==> config.mk <==
export PLATFORM = sky130hd
export DESIGN_NAME = cpu_flag_register_logic
export DESIGN_NICKNAME = d
export VERILOG_FILES = /design/src/rtl/cpu_flags_pkg.sv /design/src/rtl/cpu_flag_register_logic.sv /design/src/rtl/flag_alu.sv /design/src/rtl/sys_flag_ctrl.sv
export VERILOG_INCLUDE_DIRS = /design/src /design/src/rtl
export SDC_FILE = /design/constraint.sdc
export NUM_CORES = 1
export LEC_CHECK = 0
export BUFFER_PORTS_ARGS = -buffer_cell sky130_fd_sc_hd__buf_2
export CAP_MARGIN = 15
export CORE_MARGIN = 5
export CORE_UTILIZATION = 50
export CTS_BUF_LIST = sky130_fd_sc_hd__clkbuf_4 sky130_fd_sc_hd__clkbuf_8
export DETAILED_ROUTE_END_ITERATION = 8
export HOLD_SLACK_MARGIN = 0.1
export PLACE_DENSITY = 0.78
export SETUP_SLACK_MARGIN = 0.05
export SYNTH_ARGS = -nofsm -noshare
export SYNTH_HDL_FRONTEND = slang
export SYNTH_HIERARCHICAL = 1
export SYNTH_SLANG_ARGS = --single-unit
==> constraint.sdc <==
create_clock -name sys_clk -period 7.03 [get_ports sys_clk]
set_input_delay 0.703 -clock sys_clk [delete_from_list [all_inputs] [get_ports sys_clk]]
set_output_delay 0.703 -clock sys_clk [all_outputs]
set_load 0.01 [all_outputs]
==> src/rtl/cpu_flags_regs.svh <==
// register offsets, flag bit positions, masks and reset values of the flag block
`ifndef CPU_FLAGS_REGS_SVH
`define CPU_FLAGS_REGS_SVH

// register offsets on the software port
`define CPU_FLAGS_OFS 8'h00
`define LAST_RESULT_OFS 8'h01

// flag bit positions inside the flag register
`define FLG_SC 7
`define FLG_CZ 6
`define FLG_TO 5
`define FLG_PDF 4
`define FLG_OV 3
`define FLG_Z 2
`define FLG_AC 1
`define FLG_C 0

// bits that a software write may change (the two system flags excluded)
`define FLAGS_WR_MASK 8'hcf
// flags refreshed by each class of operation (chained zero handled apart)
`define MASK_ARITH 8'h8f
`define MASK_LOGIC 8'h04
`define MASK_ROTATE 8'h01
`define MASK_NONE 8'h00

// reset values
`define FLAGS_RESET 8'h00
`define RESULT_RESET 8'h00
`define RDATA_RESET 8'h00

`endif

==> src/rtl/cpu_flags_pkg.sv <==
// types shared by the flag register block
package cpu_flags_pkg;

   // operation reported by the execution unit
   typedef enum logic [3:0] {
      OP_NONE = 4'h0,
      OP_ADD = 4'h1,
      OP_ADD_CARRY = 4'h2,
      OP_SUB = 4'h3,
      OP_SUB_BORROW = 4'h4,
      OP_AND = 4'h5,
      OP_OR = 4'h6,
      OP_XOR = 4'h7,
      OP_ROT_LEFT_C = 4'h8,
      OP_ROT_RIGHT_C = 4'h9
   } alu_op_type;

   typedef logic [7:0] byte_type;

endpackage : cpu_flags_pkg

==> src/rtl/cpu_flag_register_logic.sv <==
// processor flag register with its update logic and software access port
`timescale 1ns/1ps
`include "cpu_flags_regs.svh"

// Behaviour
// RL1 - eight-bit register with fixed flag positions
// RL2 - software writes never touch system flags
// RL3 - expiry flag: time-out sets, instructions clear
// RL4 - sleep flag: sleep sets, refresh clears
// RL5 - arithmetic flags follow latest affecting operation
// RL6 - carry from add, no-borrow, rotate shift
// RL7 - half carry out of low nibble
// RL8 - zero flag marks all-zero result
// RL9 - overflow when carries in and out differ
// RL10 - signed compare is overflow xor result msb
// RL11 - chained zero copies zero on subtract
// RL12 - no automatic save of flags anywhere
// RL13 - borrow subtract ands chained zero with zero
// RL14 - system flags zero after power-on reset
module cpu_flag_register_logic (
   input logic sys_clk,
   input logic srst,
   input logic ce,
   input logic op_valid,
   input cpu_flags_pkg::alu_op_type op_kind,
   input cpu_flags_pkg::byte_type op_a,
   input cpu_flags_pkg::byte_type op_b,
   input logic wdt_timeout,
   input logic wdt_refresh_exec,
   input logic sleep_exec,
   input logic [7:0] reg_addr,
   input cpu_flags_pkg::byte_type reg_wdata,
   input logic reg_wr,
   input logic reg_rd,
   output cpu_flags_pkg::byte_type reg_rdata,
   output cpu_flags_pkg::byte_type result_out,
   output cpu_flags_pkg::byte_type cpu_flags_out
);
   import cpu_flags_pkg::*;

   byte_type arith_r;
   byte_type arith_nxt;
   byte_type result_r;
   byte_type rdata_r;
   byte_type rdata_nxt;
   byte_type alu_res;
   byte_type fresh;
   byte_type mask;
   byte_type flags_view;
   logic alu_c;
   logic alu_ac;
   logic alu_ov;
   logic alu_z;
   logic to_flag;
   logic pdf_flag;
   logic wr_flags;

   // which flags a given operation refreshes
   function automatic byte_type upd_mask(input alu_op_type op);
      byte_type m;
      m = `MASK_NONE;
      unique case (op)
         OP_ADD, OP_ADD_CARRY, OP_SUB, OP_SUB_BORROW: m = `MASK_ARITH;
         OP_AND, OP_OR, OP_XOR: m = `MASK_LOGIC;
         OP_ROT_LEFT_C, OP_ROT_RIGHT_C: m = `MASK_ROTATE;
         default: m = `MASK_NONE;
      endcase
      return m;
   endfunction : upd_mask

   // carries of add-with-carry, borrow subtract and rotates come from the
   // stored carry flag, so multi-byte sequences chain without help
   flag_alu u_alu (
      .op(op_kind),
      .a(op_a),
      .b(op_b),
      .cin(arith_r[`FLG_C]),
      .res(alu_res),
      .c(alu_c),
      .ac(alu_ac),
      .ov(alu_ov),
      .z(alu_z)
   );

   sys_flag_ctrl u_sys (
      .sys_clk(sys_clk),
      .srst(srst),
      .ce(ce),
      .wdt_timeout(wdt_timeout),
      .wdt_refresh_exec(wdt_refresh_exec),
      .sleep_exec(sleep_exec),
      .watchdog_expiry_flag(to_flag),
      .sleep_entered_flag(pdf_flag)
   );

   assign wr_flags = reg_wr && (reg_addr == `CPU_FLAGS_OFS);

   // fresh flag values packed at their register positions
   always_comb begin
      fresh = `FLAGS_RESET;
      fresh[`FLG_SC] = alu_ov ^ alu_res[7]; // RL10
      fresh[`FLG_OV] = alu_ov; // RL9
      fresh[`FLG_Z] = alu_z; // RL8
      fresh[`FLG_AC] = alu_ac; // RL7
      fresh[`FLG_C] = alu_c; // RL6
   end

   // next arithmetic flags; a software write in the same cycle as an
   // operation wins, since it is the later intent of the program
   always_comb begin
      arith_nxt = arith_r;
      mask = upd_mask(op_kind);
      if (op_valid) begin
         arith_nxt = (arith_r & ~mask) | (fresh & mask); // RL5
         if (op_kind == OP_SUB) begin
            arith_nxt[`FLG_CZ] = alu_z; // RL11
         end else if (op_kind == OP_SUB_BORROW) begin
            arith_nxt[`FLG_CZ] = arith_r[`FLG_CZ] & alu_z; // RL13
         end
      end
      if (wr_flags) begin
         arith_nxt = reg_wdata & `FLAGS_WR_MASK; // RL2
      end
   end

   // arithmetic flag storage; power-on value is a defined zero, although
   // software may not rely on it
   always_ff @(posedge sys_clk) begin
      if (srst) begin
         arith_r <= `FLAGS_RESET; // RL14
      end else if (ce) begin
         arith_r <= arith_nxt;
      end
   end

   // last operation result, kept for the datapath and for software
   always_ff @(posedge sys_clk) begin
      if (srst) begin
         result_r <= `RESULT_RESET;
      end else if (ce && op_valid) begin
         result_r <= alu_res;
      end
   end

   // the full register view; nothing here pushes it anywhere on calls or
   // interrupt entry, saving it is the program's job
   always_comb begin
      flags_view = arith_r & `FLAGS_WR_MASK;
      flags_view[`FLG_TO] = to_flag; // RL1
      flags_view[`FLG_PDF] = pdf_flag; // RL1
   end

   // read mux; unmapped offsets read zero
   always_comb begin
      rdata_nxt = `RDATA_RESET;
      if (reg_addr == `CPU_FLAGS_OFS) begin
         rdata_nxt = flags_view;
      end else if (reg_addr == `LAST_RESULT_OFS) begin
         rdata_nxt = result_r;
      end
   end

   // read data appear in the cycle after the strobe and only then
   always_ff @(posedge sys_clk) begin
      if (srst) begin
         rdata_r <= `RDATA_RESET;
      end else if (ce) begin
         rdata_r <= reg_rd ? rdata_nxt : `RDATA_RESET;
      end
   end

   assign reg_rdata = rdata_r;
   assign result_out = result_r;
   assign cpu_flags_out = flags_view; // RL12

   // ---- checks ----
   logic [8:0] chk_sum9;
   logic [4:0] chk_lo;
   logic [7:0] chk_low7;
   logic plain_add;
   logic arith_op;

   assign chk_sum9 = {1'b0, op_a} + {1'b0, op_b};
   assign chk_lo = {1'b0, op_a[3:0]} + {1'b0, op_b[3:0]};
   assign chk_low7 = {1'b0, op_a[6:0]} + {1'b0, op_b[6:0]};
   assign plain_add = ce && op_valid && !wr_flags && (op_kind == OP_ADD);
   assign arith_op = ce && op_valid && !wr_flags && (upd_mask(op_kind) == `MASK_ARITH);
endmodule : cpu_flag_register_logic

==> src/rtl/flag_alu.sv <==
// combinational datapath that yields an operation result and its raw flags
`timescale 1ns/1ps
module flag_alu (
   input cpu_flags_pkg::alu_op_type op,
   input cpu_flags_pkg::byte_type a,
   input cpu_flags_pkg::byte_type b,
   input logic cin,
   output cpu_flags_pkg::byte_type res,
   output logic c,
   output logic ac,
   output logic ov,
   output logic z
);
   import cpu_flags_pkg::*;

   byte_type bx;
   logic ci;
   logic [4:0] lo_sum;
   logic [7:0] low7_sum;
   logic [8:0] sum9;

   // subtraction is a + ~b + carry, so carry out means no borrow
   always_comb begin
      bx = b;
      ci = 1'b0;
      unique case (op)
         OP_ADD_CARRY: ci = cin;
         OP_SUB: begin
            bx = ~b;
            ci = 1'b1;
         end
         OP_SUB_BORROW: begin
            bx = ~b;
            ci = cin;
         end
         default: ci = 1'b0;
      endcase
   end

   assign lo_sum = {1'b0, a[3:0]} + {1'b0, bx[3:0]} + {4'h0, ci};
   assign low7_sum = {1'b0, a[6:0]} + {1'b0, bx[6:0]} + {7'h00, ci};
   assign sum9 = {1'b0, a} + {1'b0, bx} + {8'h00, ci};

   // result and carry per operation; rotates pass through the carry
   always_comb begin
      res = sum9[7:0];
      c = sum9[8]; // RL6
      unique case (op)
         OP_AND: res = a & b;
         OP_OR: res = a | b;
         OP_XOR: res = a ^ b;
         OP_ROT_LEFT_C: begin
            res = {a[6:0], cin};
            c = a[7]; // RL6
         end
         OP_ROT_RIGHT_C: begin
            res = {cin, a[7:1]};
            c = a[0]; // RL6
         end
         default: res = sum9[7:0];
      endcase
   end

   assign ac = lo_sum[4]; // RL7
   assign ov = low7_sum[7] ^ sum9[8]; // RL9
   assign z = (res == 8'h00); // RL8

endmodule : flag_alu

==> src/rtl/sys_flag_ctrl.sv <==
// watchdog expiry and sleep entered flags, cleared by power-up only through srst
`timescale 1ns/1ps
module sys_flag_ctrl (
   input logic sys_clk,
   input logic srst,
   input logic ce,
   input logic wdt_timeout,
   input logic wdt_refresh_exec,
   input logic sleep_exec,
   output logic watchdog_expiry_flag,
   output logic sleep_entered_flag
);
   logic to_r;
   logic pdf_r;

   // a time-out in the same cycle as a clearing instruction wins
   always_ff @(posedge sys_clk) begin
      if (srst) begin
         to_r <= 1'b0; // RL14
      end else if (ce) begin
         if (wdt_timeout) begin
            to_r <= 1'b1; // RL3
         end else if (wdt_refresh_exec || sleep_exec) begin
            to_r <= 1'b0; // RL3
         end
      end
   end

   // sleep sets, refresh clears; nothing else, software writes included
   always_ff @(posedge sys_clk) begin
      if (srst) begin
         pdf_r <= 1'b0; // RL14
      end else if (ce) begin
         if (sleep_exec) begin
            pdf_r <= 1'b1; // RL4
         end else if (wdt_refresh_exec) begin
            pdf_r <= 1'b0; // RL4
         end
      end
   end

   assign watchdog_expiry_flag = to_r;
   assign sleep_entered_flag = pdf_r;
endmodule : sys_flag_ctrl

---- Word level (Yosys, flattened, before mapping) ----
Memory sizes are Yosys's and may differ from the RTL's.
Index checks and enable logic that the tools add are counted.
word-level totals
  RAM bits ................................ 0
  logic and storage cells ................. 60
  output and inout port bits .............. 24
  memories kept ........................... 1
  bits in latches ......................... 0
  register bits ........................... 26
  ROM bits ................................ 80
memories
  memory           words  bits a word  rd ports  clocked after memory_dff  write ports  RTL line                       RTL
  (no name shown)  16     5            1         0                         0            cpu_flag_register_logic.sv:62  unique case (op)
operators by class
  muxes and demuxes ....................... 15
  shifts and indexed selects .............. 0
  magnitude comparators ................... 0
  reduce and logical (&&, ||, !) cells .... 13
  div/mod/pow operators ................... 0
  add/sub/neg operators ................... 6
  equal/unequal tests ..................... 9
  multiply operators ...................... 0
  bitwise gates (word level) .............. 11
operator list
  kind                                                 number
  2-to-1 mux 8 bit                                     6
  case mux 8 bit (5 select lines)                      1
  AND 8 bit                                            3
  equality test 4 x 3 -> 1 bit, second input constant  4
  logical NOT 8 bit                                    2
  NOT 8 bit                                            2
  bitwise OR 8 bit                                     2
  adder 8 x 8 -> 9 bit                                 1
  adder 9 x 1 -> 9 bit                                 1
  adder 7 x 7 -> 8 bit                                 1
  adder 8 x 1 -> 8 bit                                 1
  equality test 4 x 2 -> 1 bit, second input constant  2
  equality test 4 bit, second input constant           2
  equality test 8 x 1 -> 1 bit, second input constant  1
  XOR 8 bit                                            1
  2-to-1 mux 1 bit                                     6
  AND reduction 2 bit                                  3
  nonzero test 2 bit                                   3
  adder 4 x 4 -> 5 bit                                 1
  adder 5 x 1 -> 5 bit                                 1
  case mux 1 bit (2 select lines)                      2
  OR reduction 2 bit                                   2
  logical AND 1 bit                                    2
  XOR 1 bit                                            2
  other kinds (2)                                      2

---- Depth between registers and ports, before layout ----
Gate-level depths: netlist (run 1).
  depth after elaboration ................. 13
  mapped depth ............................ 19
  gate-level depth less buffers ........... 17

---- By module ----
The synthesis (run 1) kept the hierarchy.
by module, submodules not included
  module                   area each (sq um)  cells an instance  times used  seq. area each (sq um)
  flag_alu                 1310.0             175                1           0.0
  cpu_flag_register_logic  1161.1             134                1           440.4
  sys_flag_ctrl            82.6               8                  1           40.0

---- Worst setup path before layout (run 1) ----
OpenSTA, ideal clock, no wires.
  kind .................................... input port to flip-flop
  start ................................... input port op_kind[0]
  end ..................................... register with a tool-made name
  stages .................................. 18
  arrival time ............................ 4707 ps
  setup slack ............................. 2249 ps
  buffers on the path ..................... 3
  path through ............................ buf_4 buf_2 buf_2 nor3b_1 a21oi_1 nor2_2 xnor2_1 fa_1 inv_1 fa_1 a211oi_1 nor2_1 xnor2_1 o221ai_1 or4b_1 nor4_2 or4b_2 a31oi_1
RTL lines
  element             RTL line                       RTL
  start: declaration  cpu_flag_register_logic.sv:25  input cpu_flags_pkg::alu_op_type op_kind,

==> impl_metrics.toml, run 1 <==
[synth]
synth_area_leader_cell = "dfxtp_1"
synthFlopType = "dfxtp_1"
ys_async_sr_fraction = 0
syn_area_mm2 = 0.002554
synth.cells.most_frequent = "nand2_1, inv_1, dfxtp_1, ha_1, nor2_1"
yosysMostFrequentCell = "nand2_1"
synth_top_area_share = 0.1881
netlist_instances = 317
synth_nets = 388
synthDistinctLibCells = 68
synth_area_leaders = "dfxtp_1, ha_1, nand2_1"
ys_seq_area_frac = 0.1881
synth_seq_cells = 24
synth-edff-count = 0
synth_area_per_cell_um2 = 8.056
synth_warnings = 6

[detailed_routing]
wire_per_inst_um = 14.20
totalWireLength_um = 6263
drtIter0Drc = 162
firstDrtPassIters = 4
via_per_inst = 5.653
drc = 0
antenna_left = 0
vias = 2493

[worst_setup_path]
path_max_fanout = 17
cp-start-kind = "primary input"
crit_arrival_ns = 5.13
endpoint_kind = "flop"
worstPathRequired_ns = 7.23
worstSetupPathType = "primary input to flop"

[run_status]
outcome = "complete, no violations"

[cts]
cts_num_sinks = 24
root_buffer = "clkbuf_8"
cts_setup_buffers = 0
cts_resized = 0
cts_buffers = 3
cts_buffer_depth = 2
postCtsHoldBufs = 0
htreeDepth = 1
cts_tree = "done"
clk_pin_slew_ns = 0.08
clk_latency_ns = 0.27

[grt]
overflow = 0
grt_pass1_vias = 2340
grt_pass1_wl_um = 10420
grtUsageTotal = 0.1917
antenna_found_initial = 0
grt_max_degree = 31

[floorplanning]
coreArea_mm2 = 0.005042
start_util = 0.5065
dieArea_mm2 = 0.006637
fp.dieW_um = 81.47
io-pin-count = 69
rows = 26
die_h_um = 81.47

[timing]
drv_slew = 0
hold_viol = 0
fmax_ghz = 0.2030
whs_ns = 0.4753
setup_viol = 0
worst_pin_slew_ns = 0.5852
skew_ns = 0.0008541
fin_crit_sh = 0.7006
finalCriticalPeriod_ns = 4.925
maxSlewHeadroom = 0.6077
fin_setup_tns_ns = 0
rsz0062_at_grt = "false"

[final_layout]
fin_nets = 443
fin_util = 0.5777
antenna_cells = 0
regArea_um2 = 480.5
syn_to_final_growth_pct = 14.06
drive_above_1_share = 0.2668
final_cells = 441
fill_cells = 476
multiInputGateArea_mm2 = 0.001854

[pwr]
ir_worst_vdd_v = 0.00006908
p_per_area_mw_per_mm2 = 136.3
p_leak_nw = 1.315

[place]
numPortBuffers = 66
dp.final_hpwl_um = 5137
dpl.cell_count = 437
gp_congestion = 0.9190

[worst_hold_path]
hold_path.class = "flop to flop"

[job]
maxCapViolations = 0
-- per-layer routing --
metal	vias to the layer above	share of wire	GRT usage	wire [um]
li1	1243	-	-	-
met1	1178	0.44	0.2532	2778
met2	60	0.49	0.3322	3094
met3	12	0.049	0.02741	310
met4	0	0.013	0.03716	79
met5	-	0	0	0
-- power by group --
part	total, mW	internal (mW)	leakage [nW]	switching (mW)
sequential	0.147	0.142	0.195	0.00494
clock	0.0936	0.0500	0.0288	0.0436
combinational	0.157	0.0688	1.09	0.0882
total	0.397	0.260	1.31	0.137
-- final cells by class --
cell class	instances	share of cell area
inverter	28	0.03608
sequential	24	0.1649
multi-input combinational	249	0.6366
clock buffer	4	0.01890
timing repair buffer	66	0.1134
tap	70	0.03007
-- logic make-up after synthesis --
family,count (synthesis),share of synthesized area
and+or+nand+nor,115,0.2660
AOI/OAI and AO/OA,80,0.2190
buffers and inverters,44,0.08574
adders and majority gates,26,0.1333
DFF,24,0.1881
muxes,16,0.06664
xor gates and xnor gates,12,0.04116
-- path summary, 6_finish.rpt --
| check | from | endpoint | slack [ns] | cells past startpoint |
|---|---|---|---|---|
| worst max register to register | flop | flop | 3.18 | 13 |
| worst max-delay path | op_kind[1] | flop | 2.11 | 17 |
| worst min register to register | result_out[1] | result_out[1] | 0.48 | 2 |
| worst min-delay path | result_out[1] | result_out[1] | 0.48 | 2 |
-- critical path, stage by stage --
cell	delay [ns]
buf_2	0.32
inv_1	0.12
nor2_1	0.14
a21oi_1	0.09
nor2_2	0.45
xnor2_1	0.21
fa_1	0.27
inv_1	0.07
fa_1	0.41
a211oi_1	0.32
nor2_1	0.13
xnor2_1	0.16
o221ai_1	0.15
or4b_1	0.56
nor4_2	0.23
or4b_2	0.62
a31oi_1	0.17
-- layout by cell type, fill, tap and decap left out, types with 8 or more instances in the layout --
cell,Yosys,final
buf_2,4,66
mux2i_1,8,8
nand2_1,40,40
nor2_1,22,22
o21ai_0,12,12
xnor2_1,12,12
mux2_2,8,8
a21oi_1,19,19
dfxtp_1,24,24
inv_1,27,27
a22oi_1,12,12
ha_1,24,24
-- stage by stage --
step | setup slack [ns] | instance area [um2] | power, mW
detailed placement | 1.821 | 2858 | 0.3063
global placement | 1.928 | 2858 | 0.3028
global route | 1.737 | 2913 | 0.4221
finish | 2.105 | 2913 | 0.3971
CTS | 2.094 | 2913 | 0.3984
floorplan | 2.249 | 2554 | 0.2635
Power figures use the tool's default switching activity.
==> inputs of run 2 (changes only) <==
- PLACE_DENSITY: 0.78 -> 0.81
- clock period: 7.03 -> 4.4 ns (I/O delays scaled with it)
==> impl_metrics.toml, run 2 (synthesized netlist as in run 1, its figures left out) <==
[detailed_routing]
antenna_left = 0
totalWireLength_um = 6480
firstDrtPassIters = 5
drtIter0Drc = 184
drc = 0
via_per_inst = 5.593
vias = 2500
wire_per_inst_um = 14.50

[place]
dpl.cell_count = 443
numPortBuffers = 66
place_area_mm2 = 0.002923
gp_congestion = 0.8799
dp.final_hpwl_um = 5387

[worst_hold_path]
hold_path.class = "primary input to flop"

[cts]
cts_num_sinks = 24
clk_latency_ns = 0.27
postCtsHoldBufs = 0
cts_tree = "done"
cts_buffers = 3
root_buffer = "clkbuf_8"
htreeDepth = 1
clk_pin_slew_ns = 0.08
cts_buffer_depth = 2
cts_setup_buffers = 0

[floorplanning]
io-pin-count = 69
die_h_um = 81.47
fp.dieW_um = 81.47
rows = 26
dieArea_mm2 = 0.006637
coreArea_mm2 = 0.005042
start_util = 0.5065

[timing]
fmax_ghz = 0.2502
skew_ns = 0.002744
fin_crit_sh = 0.9085
drv_slew = 0
setup_viol = 0
fin_setup_tns_ns = 0
maxSlewHeadroom = 0.5974
finalCriticalPeriod_ns = 3.998
whs_ns = 0.4130
worst_pin_slew_ns = 0.5994
hold_viol = 0
rsz0062_at_grt = "false"

[grt]
grtUsageTotal = 0.1974
antenna_found_initial = 0
grt_pass1_wl_um = 10590
grt_max_degree = 24
grt_pass1_vias = 2407
overflow = 0

[worst_setup_path]
endpoint_kind = "flop"
worstSetupPathType = "primary input to flop"
cp-start-kind = "primary input"
path_max_fanout = 10
crit_arrival_ns = 4.20
worstPathRequired_ns = 4.60

[final_layout]
final_cell_mix = "buf_2, nand2_1, inv_1"
drive_above_1_share = 0.2865
fill_cells = 450
syn_to_final_growth_pct = 17.59
antenna_cells = 0
fin_area_mm2 = 0.003003
layout_commonest_cell = "buf_2"
fin_nets = 449
final_cells = 447

[pwr]
ir_worst_vdd_v = 0.0001542
power_mw = 0.6912
p_per_area_mw_per_mm2 = 230.2
p_leak_nw = 1.359

[run_status]
outcome = "complete, no violations"

[job]
maxCapViolations = 0
run 2: changes by cell type in the layout (fill, tap and decap cells not counted), sizes merged:
cell,before,now
bufinv,0,1
buf,66,72
clkbuf,4,3
run 2: where the power goes:
| part | switching (mW) | leakage, nW | internal [mW] |
|---|---|---|---|
| clock | 0.0703 | 0.0357 | 0.122 |
| sequential | 0.00796 | 0.195 | 0.226 |
| combinational | 0.148 | 1.13 | 0.117 |
| total | 0.226 | 1.36 | 0.465 |
run 2: worst max-delay path: stages:
cell	delay, ns
buf_2	0.20
inv_1	0.08
nor2_1	0.14
a21oi_1	0.12
nor2_4	0.15
xnor2_2	0.13
fa_2	0.24
inv_1	0.05
fa_1	0.42
a211oi_2	0.24
nor2_1	0.10
xnor2_1	0.15
o221ai_1	0.13
or4b_1	0.61
nor4_4	0.20
or4b_2	0.63
a31oi_1	0.17
run 2: worst paths after layout:
| kind | start | end | depth (start not counted) | slack, ns |
|---|---|---|---|---|
| hold / removal | sleep_exec | u_sys/sleep_entered_flag | 3 | 0.41 |
| hold reg to reg | result_out[5] | result_out[5] | 2 | 0.48 |
| setup reg to reg | flop | flop | 13 | 0.71 |
| setup / recovery | op_kind[1] | flop | 17 | 0.40 |
run 2: layout make-up:
type	instances	area [um2]	share of cell area
clock buffers	3	41.29	0.01375
inverters	28	105.1	0.03500
well taps	70	87.58	0.02917
repair buffers	72	375.4	0.1250
flip-flops and latches	24	480.5	0.1600
clock inverters	1	30.03	0.01000
multi-input cells	249	1883	0.6271
run 2: metal layers:
layer  GRT usage  vias to the layer above  routed length, um
met5           0                        -                  0
met4     0.03885                        0                126
met3     0.03399                       14                342
met2      0.3526                       75               3323
met1      0.2483                     1159               2687
li1            -                     1252                  -
run 2: through the flow:
step                      setup slack [ns]    util
after global placement              0.2491  0.5797
final                               0.4024  0.5955
after CTS                           0.3711  0.5938
after global routing               0.05883  0.5955
after floorplan                    0.05271       -
after detailed placement           0.09865  0.5797
run 2: repair_timing:
item	CTS	global route
setup endpoints to repair	0	1
hold endpoints to repair	0	0
resized for setup	0	1
